[config.mk]
export PLATFORM = sky130hd
export DESIGN_NAME = nvm_program_erase_control
export DESIGN_NICKNAME = d
export VERILOG_FILES = /design/src/inc/nvm_pkg.sv /design/src/nvm_program_erase_control.sv /design/src/nvm_cycle_timer.sv
export VERILOG_INCLUDE_DIRS = /design/src /design/src/inc
export SDC_FILE = /design/constraint.sdc
export NUM_CORES = 1
export LEC_CHECK = 0
export ABC_AREA = 1
export BUFFER_PORTS_ARGS = -buffer_cell sky130_fd_sc_hd__buf_2
export CAP_MARGIN = 30
export CORE_ASPECT_RATIO = 0.75
export CORE_MARGIN = 2
export CORE_UTILIZATION = 55
export CTS_BUF_LIST = sky130_fd_sc_hd__clkbuf_4 sky130_fd_sc_hd__clkbuf_8
export DETAILED_ROUTE_END_ITERATION = 6
export PLACE_DENSITY = 0.81
export SETUP_SLACK_MARGIN = 0.1
export SLEW_MARGIN = 30
export SYNTH_ARGS = -nofsm -noshare
export SYNTH_HDL_FRONTEND = slang
export SYNTH_HIERARCHICAL = 1
export SYNTH_SLANG_ARGS = --single-unit
[constraint.sdc]
create_clock -name pclk -period 5.33 [get_ports pclk]
set_input_delay 1.3325 -clock pclk [delete_from_list [all_inputs] [get_ports pclk]]
set_output_delay 1.3325 -clock pclk [all_outputs]
set_load 0.1 [all_outputs]
[src/inc/nvm_map.svh]
// register offsets, field positions, codes and timing figures of the flash sequencer
`ifndef NVM_MAP_SVH
`define NVM_MAP_SVH

// ------------------------------------------------------------
// register byte offsets on the apb bus
// ------------------------------------------------------------
`define NVM_OFS_CONTROL 12'h000
`define NVM_OFS_TGT_HI 12'h004
`define NVM_OFS_TGT_LO 12'h008
`define NVM_OFS_KEY 12'h00C
`define NVM_OFS_SRC_HI 12'h010
`define NVM_OFS_SRC_LO 12'h014

// ------------------------------------------------------------
// control register fields
// ------------------------------------------------------------
`define NVM_CTL_WR 15
`define NVM_CTL_WREN 14
`define NVM_CTL_WRERR 13
`define NVM_CTL_SIDL 12
`define NVM_CTL_OP_MSB 3

// ------------------------------------------------------------
// operation codes and unlock values
// ------------------------------------------------------------
`define NVM_OP_BULK 4'hE
`define NVM_OP_PAGE 4'h3
`define NVM_OP_ROW 4'h2
`define NVM_OP_DWORD 4'h1
`define NVM_KEY_FIRST 8'h55
`define NVM_KEY_SECOND 8'hAA
`define NVM_DWORD_ALIGN 3

// ------------------------------------------------------------
// timing: clock period and default operation times in ns
// ------------------------------------------------------------
`define NVM_CLK_NS 8
`define NVM_T_BULK_NS 40000000
`define NVM_T_PAGE_NS 20000000
`define NVM_T_ROW_NS 1500000
`define NVM_T_DWORD_NS 50000
`define NVM_T_VREG_NS 30000

`endif

[src/inc/nvm_pkg.sv]
// types shared by the flash sequencer modules
package nvm_pkg;

   typedef enum logic [1:0] {ST_IDLE, ST_LAUNCH, ST_RUN} op_state_t;

   typedef enum logic [1:0] {KEY_NONE, KEY_FIRST, KEY_ARMED} key_state_t;

   typedef struct packed {
      op_state_t state;
      key_state_t key;
      logic wr;
      logic wren;
      logic wrerr;
      logic sidl;
      logic [3:0] op;
      logic [7:0] tgt_hi;
      logic [15:0] tgt_lo;
      logic [7:0] src_hi;
      logic [15:1] src_lo;
      logic [3:0] cmd;
      logic [23:0] tgt_q;
      logic [23:0] src_q;
      logic start;
      logic idle_q;
      logic [31:0] prdata;
   } ctl_state_t;

endpackage : nvm_pkg

[src/nvm_program_erase_control.sv]
// flash program/erase sequencer with apb register bank
// ------------------------------------------------------------
// Summary of operation
// - bulk code erases user and executive memory
// - page code erases page holding target
// - row code programs row from ram
// - double word programs aligned word pair
// - reserved codes start nothing, flag error
// - operation select cleared only by power-on
// - power-save ignored while operation runs
// - stop-in-idle wake waits regulator delay
// - upper target register gives bits 23:16
// - lower target register gives low bits
// - key register low byte, write only
// - upper bytes of narrow registers read zero
// - upper source register gives bits 23:16
// - lower source register holds bits 15:1
// ------------------------------------------------------------
`timescale 1ns/1ns
`default_nettype none
`include "nvm_map.svh"

module nvm_program_erase_control
   import nvm_pkg::*;
#(
   parameter int OP_BULK_CYC = `NVM_T_BULK_NS / `NVM_CLK_NS,
   parameter int OP_PAGE_CYC = `NVM_T_PAGE_NS / `NVM_CLK_NS,
   parameter int OP_ROW_CYC = `NVM_T_ROW_NS / `NVM_CLK_NS,
   parameter int OP_DWORD_CYC = `NVM_T_DWORD_NS / `NVM_CLK_NS,
   parameter int WAKE_CYC = `NVM_T_VREG_NS / `NVM_CLK_NS,
   parameter int PAGE_BITS = 11,
   parameter int ROW_BITS = 8
) (
   input wire logic pclk,
   input wire logic presetn,
   input wire logic soft_reset,
   input wire logic psel,
   input wire logic penable,
   input wire logic pwrite,
   input wire logic [11:0] paddr,
   input wire logic [31:0] pwdata,
   input wire logic [3:0] pstrb,
   output logic [31:0] prdata,
   output logic pready,
   output logic pslverr,
   input wire logic power_save_exec,
   output logic power_save_enter,
   input wire logic idle_mode,
   output logic flash_start,
   output logic [3:0] flash_cmd,
   output logic [23:0] flash_addr,
   output logic [23:0] flash_src_addr,
   output logic flash_busy,
   output logic flash_low_power,
   output logic flash_ready
);

   localparam int TW = 24;

   ctl_state_t r_reg;
   ctl_state_t r_next;

   logic op_busy;
   logic op_done;
   logic op_load;
   logic [TW-1:0] op_cycles;
   logic wake_busy;
   logic wake_load;
   logic setup_rd;
   logic access_wr;
   logic mapped;
   logic [15:0] rd_word;
   logic [15:0] wd;
   logic [15:0] ctl_wd;
   logic [15:0] src_wd;
   logic [3:0] op_after;
   logic op_valid;
   logic launch_ok;
   logic [TW-1:0] tgt_full;
   logic [TW-1:0] tgt_aligned;

   // ------------------------------------------------------------
   // address decode and byte lane merge
   // ------------------------------------------------------------

   // lane 0 carries bits 7:0, lane 1 bits 15:8; upper lanes are unused
   function automatic logic [15:0] merge16(
      input logic [15:0] old,
      input logic [31:0] data,
      input logic [3:0] strb
   );
      logic [15:0] res;
      res = old;
      if (strb[0]) begin
         res[7:0] = data[7:0];
      end
      if (strb[1]) begin
         res[15:8] = data[15:8];
      end
      return res;
   endfunction : merge16

   // decode the six words; anything else is an error answer
   always_comb begin
      case (paddr)
         `NVM_OFS_CONTROL, `NVM_OFS_TGT_HI, `NVM_OFS_TGT_LO,
         `NVM_OFS_KEY, `NVM_OFS_SRC_HI, `NVM_OFS_SRC_LO: mapped = 1'b1;
         default: mapped = 1'b0;
      endcase
   end

   assign setup_rd = psel & ~penable & ~pwrite;
   assign access_wr = psel & penable & pwrite & mapped;
   assign wd = merge16(16'h0000, pwdata, pstrb);

   // read mux; key reads back zero and narrow registers zero-fill
   always_comb begin
      case (paddr)
         `NVM_OFS_CONTROL: rd_word = {r_reg.wr, r_reg.wren, r_reg.wrerr,
                                      r_reg.sidl, 8'h00, r_reg.op};
         `NVM_OFS_TGT_HI: rd_word = {8'h00, r_reg.tgt_hi};
         `NVM_OFS_TGT_LO: rd_word = r_reg.tgt_lo;
         `NVM_OFS_KEY: rd_word = 16'h0000;
         `NVM_OFS_SRC_HI: rd_word = {8'h00, r_reg.src_hi};
         `NVM_OFS_SRC_LO: rd_word = {r_reg.src_lo, 1'b0};
         default: rd_word = 16'h0000;
      endcase
   end

   // ------------------------------------------------------------
   // operation code checks and durations
   // ------------------------------------------------------------

   // only four codes name an operation; the rest start nothing
   always_comb begin
      case (r_reg.op)
         `NVM_OP_BULK: op_cycles = TW'(OP_BULK_CYC);
         `NVM_OP_PAGE: op_cycles = TW'(OP_PAGE_CYC);
         `NVM_OP_ROW: op_cycles = TW'(OP_ROW_CYC);
         `NVM_OP_DWORD: op_cycles = TW'(OP_DWORD_CYC);
         default: op_cycles = TW'(1);
      endcase
   end

   assign ctl_wd = merge16({r_reg.wr, r_reg.wren, r_reg.wrerr, r_reg.sidl,
                            8'h00, r_reg.op}, pwdata, pstrb);
   assign src_wd = merge16({r_reg.src_lo, 1'b0}, pwdata, pstrb);
   assign op_after = ctl_wd[`NVM_CTL_OP_MSB:0];

   // validity judged on the code that will be in force after the write
   always_comb begin
      case (op_after)
         `NVM_OP_BULK: op_valid = 1'b1;
         `NVM_OP_PAGE: op_valid = 1'b1;
         `NVM_OP_ROW: op_valid = 1'b1;
         `NVM_OP_DWORD: op_valid = 1'b1;
         default: op_valid = 1'b0;
      endcase
   end

   // ------------------------------------------------------------
   // target address alignment per operation
   // ------------------------------------------------------------

   assign tgt_full = {r_reg.tgt_hi, r_reg.tgt_lo};

   // page and row work on whole units, so low bits are dropped
   always_comb begin
      case (op_after)
         `NVM_OP_PAGE: tgt_aligned = tgt_full & ({TW{1'b1}} << PAGE_BITS);
         `NVM_OP_ROW: tgt_aligned = tgt_full & ({TW{1'b1}} << ROW_BITS);
         `NVM_OP_DWORD: tgt_aligned = tgt_full & ({TW{1'b1}} << `NVM_DWORD_ALIGN);
         default: tgt_aligned = tgt_full;
      endcase
   end

   // a start needs the armed key, the enable bit, a real code and awake flash
   assign launch_ok = (r_reg.key == KEY_ARMED) & ctl_wd[`NVM_CTL_WREN] & op_valid
                      & flash_ready & (r_reg.state == ST_IDLE);

   // ------------------------------------------------------------
   // timers
   // ------------------------------------------------------------

   // operation length counter, loaded from the launch cycle
   nvm_cycle_timer #(
      .W(TW)
   ) op_timer_i (
      .pclk(pclk),
      .presetn(presetn),
      .load(op_load),
      .load_value(op_cycles),
      .busy(op_busy),
      .expired(op_done)
   );

   // regulator wake-up counter after leaving idle in stop-in-idle mode
   nvm_cycle_timer #(
      .W(TW)
   ) wake_timer_i (
      .pclk(pclk),
      .presetn(presetn),
      .load(wake_load),
      .load_value(TW'(WAKE_CYC)),
      .busy(wake_busy),
      .expired()
   );

   assign op_load = r_reg.start;
   assign wake_load = r_reg.idle_q & ~idle_mode & r_reg.sidl;

   // ------------------------------------------------------------
   // register writes, key sequence and operation control
   // ------------------------------------------------------------

   // next state; hardware error set is applied last so it wins over software
   always_comb begin
      r_next = r_reg;
      r_next.start = 1'b0;
      r_next.idle_q = idle_mode;
      // read data captured in setup so it stands through the access phase
      if (setup_rd) begin
         r_next.prdata = {16'h0000, rd_word};
      end
      // soft reset keeps the operation code; only power-on clears it
      if (soft_reset) begin
         r_next.key = KEY_NONE;
         r_next.wren = 1'b0;
         r_next.wrerr = 1'b0;
         r_next.sidl = 1'b0;
      end else if (access_wr) begin
         case (paddr)
            `NVM_OFS_CONTROL: begin
               r_next.wren = ctl_wd[`NVM_CTL_WREN];
               r_next.sidl = ctl_wd[`NVM_CTL_SIDL];
               r_next.wrerr = ctl_wd[`NVM_CTL_WRERR];
               r_next.key = KEY_NONE;
               // the code is frozen while an operation runs
               if (r_reg.state == ST_IDLE) begin
                  r_next.op = op_after;
               end
               if (ctl_wd[`NVM_CTL_WR] && !r_reg.wr) begin
                  if (launch_ok) begin
                     r_next.wr = 1'b1;
                     r_next.state = ST_LAUNCH;
                     r_next.start = 1'b1;
                     r_next.cmd = op_after;
                     r_next.tgt_q = tgt_aligned;
                     r_next.src_q = {r_reg.src_hi, r_reg.src_lo, 1'b0};
                  end else begin
                     r_next.wrerr = 1'b1;
                  end
               end
            end
            `NVM_OFS_TGT_HI: begin
               if (pstrb[0]) begin
                  r_next.tgt_hi = pwdata[7:0];
               end
            end
            `NVM_OFS_TGT_LO: begin
               r_next.tgt_lo = merge16(r_reg.tgt_lo, pwdata, pstrb);
            end
            `NVM_OFS_KEY: begin
               // two writes in order arm the start; anything else disarms
               if (wd[7:0] == `NVM_KEY_FIRST) begin
                  r_next.key = KEY_FIRST;
               end else if (r_reg.key == KEY_FIRST && wd[7:0] == `NVM_KEY_SECOND) begin
                  r_next.key = KEY_ARMED;
               end else begin
                  r_next.key = KEY_NONE;
               end
            end
            `NVM_OFS_SRC_HI: begin
               if (pstrb[0]) begin
                  r_next.src_hi = pwdata[7:0];
               end
            end
            `NVM_OFS_SRC_LO: begin
               r_next.src_lo = src_wd[15:1];
            end
            default: begin
            end
         endcase
      end
      // operation sequence: one launch cycle, then run until the timer ends
      case (r_reg.state)
         ST_IDLE: begin
         end
         ST_LAUNCH: begin
            r_next.state = ST_RUN;
         end
         ST_RUN: begin
            if (op_done) begin
               r_next.state = ST_IDLE;
               r_next.wr = 1'b0;
               r_next.key = KEY_NONE;
            end
         end
         default: begin
            r_next.state = ST_IDLE;
         end
      endcase
   end

   // power-on reset is the only thing that clears every field
   always_ff @(posedge pclk or negedge presetn) begin
      if (!presetn) begin
         r_reg <= '0;
      end else begin
         r_reg <= r_next;
      end
   end

   // ------------------------------------------------------------
   // outputs
   // ------------------------------------------------------------

   // zero wait states: read data was loaded in the setup cycle
   assign prdata = r_reg.prdata;
   assign pready = psel & penable;
   assign pslverr = psel & penable & ~mapped;

   // power save is swallowed while flash is busy
   assign power_save_enter = power_save_exec & ~flash_busy;

   assign flash_start = r_reg.start;
   assign flash_cmd = r_reg.cmd;
   assign flash_addr = r_reg.tgt_q;
   assign flash_src_addr = r_reg.src_q;
   assign flash_busy = (r_reg.state != ST_IDLE) | op_busy;
   assign flash_low_power = r_reg.sidl & r_reg.idle_q;
   assign flash_ready = ~flash_low_power & ~wake_busy;

endmodule : nvm_program_erase_control

`default_nettype wire

[src/nvm_cycle_timer.sv]
// one-shot down counter that times flash operations and regulator wake-up
`timescale 1ns/1ns
`default_nettype none

module nvm_cycle_timer #(
   parameter int W = 24
) (
   input wire logic pclk,
   input wire logic presetn,
   input wire logic load,
   input wire logic [W-1:0] load_value,
   output logic busy,
   output logic expired
);

   typedef struct packed {
      logic [W-1:0] count;
      logic run;
      logic done;
   } tmr_t;

   tmr_t r_reg;
   tmr_t r_next;

   // load restarts the count; done pulses once in the cycle after the last count, as busy falls
   always_comb begin
      r_next = r_reg;
      r_next.done = 1'b0;
      if (load) begin
         r_next.count = load_value;
         r_next.run = 1'b1;
      end else if (r_reg.run) begin
         if (r_reg.count <= W'(1)) begin
            r_next.run = 1'b0;
            r_next.done = 1'b1;
            r_next.count = '0;
         end else begin
            r_next.count = r_reg.count - W'(1);
         end
      end
   end

   always_ff @(posedge pclk or negedge presetn) begin
      if (!presetn) begin
         r_reg <= '0;
      end else begin
         r_reg <= r_next;
      end
   end

   assign busy = r_reg.run;
   assign expired = r_reg.done;

endmodule : nvm_cycle_timer

`default_nettype wire

-- After elaboration in Yosys (flattened, before gate mapping)
Index checks and enable logic that the tools add are counted.
- $mul: 0
- bitwise operators: 24
- shifts and indexed selects: 0
- magnitude comparators: 2
- divide/modulo/power cells: 0
- eq/ne operators: 19
- reductions and logical operators: 23
- add/subtract/negate cells: 2
- multiplexer cells: 51
- operators by type and width (cell ; count):
    two-way mux 53 bit ; 3
    two-way mux 112 bit ; 1
    one-hot mux 23 bit (4 select lines) ; 1
    two-way mux 8 bit ; 11
    one-hot mux 16 bit (5 select lines) ; 1
    two-way mux 26 bit ; 2
    two-way mux 25 bit ; 2
    less-or-equal comparator 24 x 1 -> 1 bit, second input constant ; 2
    two-way mux 24 bit ; 2
    subtractor 24 x 1 -> 24 bit, second input constant ; 2
    one-hot mux 11 bit (3 select lines) ; 1
    AND reduction 4 bit ; 7
    equality test 12 x 4 -> 1 bit, second input constant ; 2
    equality test 12 x 5 -> 1 bit, second input constant ; 2
    two-way mux 2 bit ; 9
    equality test 4 x 2 -> 1 bit, second input constant ; 4
    two-way mux 16 bit ; 1
    bitwise AND 1 bit ; 15
    two-way mux 15 bit ; 1
    equality test 12 x 3 -> 1 bit, second input constant ; 1
    zero test 12 bit ; 1
    nonzero test 2 bit ; 6
    two-way mux 1 bit ; 9
    equality test 4 x 1 -> 1 bit, second input constant ; 2
    20 further kinds ; 33
- logic and storage cells: 145
- RAM bits: 0
- bits of input ports: 56
- output and inout bits: 91
- bits in read-only memories: 0
- latch bits: 0
- register bits: 179
- memories kept: 0

-- Depth between registers and ports, before layout
- depth in word-level cells: 14
- gate-level depth with buffers: 13

-- Hierarchy
The synthesis kept the hierarchy.
- by module, submodules not included (module ; instances ; cells an instance ; area an instance (µm²) ; sequential area each (µm²)):
    nvm_program_erase_control ; 1 ; 803 ; 6636.4 ; 3203.1
    nvm_cycle_timer ; 2 ; 272 ; 1858.0 ; 650.6

-- Least setup slack after synthesis
Ideal clock, no wire load.
- path kind: input to output
- from: input port paddr[11]
- to: output port pslverr
- setup slack: 0.569 ns
- data required time: 3.998 ns
- data arrival time: 3.429 ns
- stages: 8
- cell sequence: nor2_1 nand2_1 inv_1 nand3_1 nand2_1 nor2_1 nand2_1 nor2_1
- word-level cells in the longest chain between the ends: 5
- elaborated cells on any way between the ends: 10
- classes of those cells: 5 x eq/ne; 1 x mux; 2 x bitwise; 2 x reduce/logical
- ends and longest elaborated chain (what ; line ; RTL):
    start, declared ; nvm_program_erase_control.sv:40 ; input wire logic [11:0] paddr,
    equality test 12 x 5 -> 1 bit, or another cell as far along ; nvm_program_erase_control.sv:105 ; case (paddr)
    OR reduction 6 bit * ; nvm_program_erase_control.sv:105 ;
    two-way mux 1 bit * ; nvm_program_erase_control.sv:105 ;
    NOT 1 bit * ; nvm_program_erase_control.sv:321 ; assign pslverr = psel & penable & ~mapped;
    bitwise AND 1 bit * ; nvm_program_erase_control.sv:321 ;
    end, declared ; nvm_program_erase_control.sv:45 ; output logic pslverr,
Every way passes the cells marked *; elsewhere a longest branch is shown, timed or not.

-- Worst setup path after layout
Same ends and word-level chain as after synthesis.

==> results.py <==
metrics = {
    "pwr": {
        "ir_drop_mv": 0.189,
        "p_leak_uw": 0.00588,
        "power_density_nw_per_um2": 313,
    },
    "sta": {
        "finalSetupViolCount": 0,
        "report.final.slew_viol_count": 0,
        "fmax_mhz": 231,
        "clock_skew_ns": 0.0165,
        "grt_setup_unrepaired": "no",
        "hold_viol": 0,
        "finalCritPeriodShare_pct": 81.3,
        "slew_headroom_pct": 44.7,
        "tightest_slew_ns": 0.829,
        "worst_slack_ns": 0.998,
        "setup-tns-final_ns": 0,
        "period_minus_slack_ns": 4.33,
    },
    "hold_path": {
        "hold_path_end": "r_reg[144]$_DFF_PN0_",
        "hold_start": "r_reg[144]$_DFF_PN0_",
        "hp-class": "flop to flop",
        "hold_depth": 1,
    },
    "cells_and_area": {
        "fillers": 1705,
        "drive_gt1_share_pct": 18.1,
        "largest_register_ffs": 60,
        "utilization_pct": 59.3,
        "final_common_cell": "nand2_1",
        "area_growth_pct": 5.94,
        "regArea_sq_um": 4480,
        "final_cell_mix": "nand2_1 (437), dfrtp_1 (178), inv_1 (123)",
        "nNetsFinal": 1462,
        "multi_input_area_sq_um": 4640,
    },
    "route": {
        "route.vias.total": 8962,
        "ant_nets": 0,
        "routed_via_density": 5.39,
        "drt_iter0_drc": 982,
        "drc_errors": 1,
        "post_drt_wl_per_cell_microns": 15.1,
        "wl_mm": 25.1,
        "dr.pass1.iters": 7,
    },
    "synth": {
        "synthCells": 1345,
        "synth_area_sq_um": 10300,
        "yosysWarnings": 6,
        "syn_avg_cell_area_sq_um": 7.67,
    },
    "critical_path": {
        "cp-startpoint": "paddr[11]",
        "cp.required_ns": 4.00,
        "reg2reg_to": "flash_addr[6]$_DFFE_PN0P_",
        "ff2ff_path_depth": 10,
        "end_kind": "primary output",
        "critPathArrivalTime_ns": 3.00,
        "worstSetupPathType": "primary input to primary output",
        "cp-start-kind": "primary input",
        "cp_max_fo": 6,
        "r2r_start": "r_reg[134]$_DFFE_PN0P_",
        "reg2reg_slack_ns": 2.72,
    },
    "floorplanning": {
        "core_sq_um": 18500,
        "dieArea_sq_um": 19900,
        "fp-row-count": 43,
        "die_h_microns": 123,
        "dieWidth_microns": 162,
        "initial_utilization_pct": 55.9,
        "io_pins": 147,
    },
    "clock_network": {
        "cts_hold_buf": 0,
        "cts_tree": "done",
        "clock-sinks": 179,
        "clockBufferDepth": 2,
        "cts_setup_buffers": 0,
        "clk-insertion-delay-late_ns": 0.48,
        "clk_pin_slew_worst_paths_ns": 0.10,
        "cts_resized": 0,
        "h-tree-depth": 4,
        "cts_buffers": 17,
        "root_buffer": "clkbuf_8",
    },
    "run_status": {
        "violations": "DRC",
        "outcome": "complete, but fails checks",
    },
    "global_route": {
        "grt_pass1_wl_mm": 41.3,
        "antenna_found_initial": 2,
        "grt_start_max_net_pins": 106,
        "grt_pass1_vias": 8090,
        "track_usage_pct": 26.4,
        "overflow": 0,
    },
    "placement": {
        "dp_slack_ns": 1.02,
        "place_congestion": 0.975,
        "hpwl_mm": 18.0,
        "io_buffers": 111,
    },
    "run": {
        "maxCapViolations": 0,
    },
}
==> cell type report <==
| type | instances | share of cell area [%] |
|---|---|---|
| inverter | 132 | 4.53 |
| clock inverter | 13 | 1.20 |
| sequential | 179 | 41.0 |
| tap | 247 | 2.83 |
| timing repair buffer | 118 | 5.64 |
| antenna | 1 | 0.0229 |
| multi-input combinational | 954 | 42.4 |
| clock buffer | 19 | 2.39 |
==> report_power, final <==
group | internal (uW) | leakage [uW] | switching [uW]
Clock | 372 | 0.000195 | 561
Combinational | 261 | 0.00325 | 683
Sequential | 1440 | 0.00243 | 108
==> worst max-delay path: stages <==
cell and delay, ns:
buf_2 0.08, nor2_1 0.03, nand2_1 0.14, inv_1 0.14, nand3_1 0.20, nand2_1 0.09, nor2_1 0.23, nand2_1 0.18
nor2_1 0.14, buf_2 0.44
==> routing by layer <==
layer  track usage, %  part of all wire, %  up-vias
met2             38.4                   43      440
li1                 -                    -     4303
met4             9.13                  2.0        2
met5                0                0.064        -
met1             39.8                   46     4168
met3             4.87                  9.2       49
==> stage by stage <==
step / total power [uW] / instances / hold WS, ns / cell area, sq um
after global placement: 2470 / 1630 / 0.453 / 10500
after CTS: 3430 / 1662 / 0.472 / 10900
after global routing: 3630 / 1663 / 0.497 / 10900
final: 3420 / 1663 / 0.467 / 10900
after floorplan: 2310 / 1388 / 0.436 / 10500
after detailed placement: 2500 / 1630 / 0.458 / 10500
==> worst max path at each step <==
| stage | endpoint | slack [ns] | cells after the start |
|---|---|---|---|
| 2_1_floorplan | pslverr | 0.57 | 8 |
| 3_3_place_gp | pslverr | 1.06 | 10 |
| 3_5_place_dp | pslverr | 1.02 | 10 |
| 4_1_cts | pslverr | 1.02 | 10 |
| 6_report | pslverr | 1.0 | 10 |
| 5_1_grt | pslverr | 0.85 | 10 |
(Power assumes the default switching activity.)
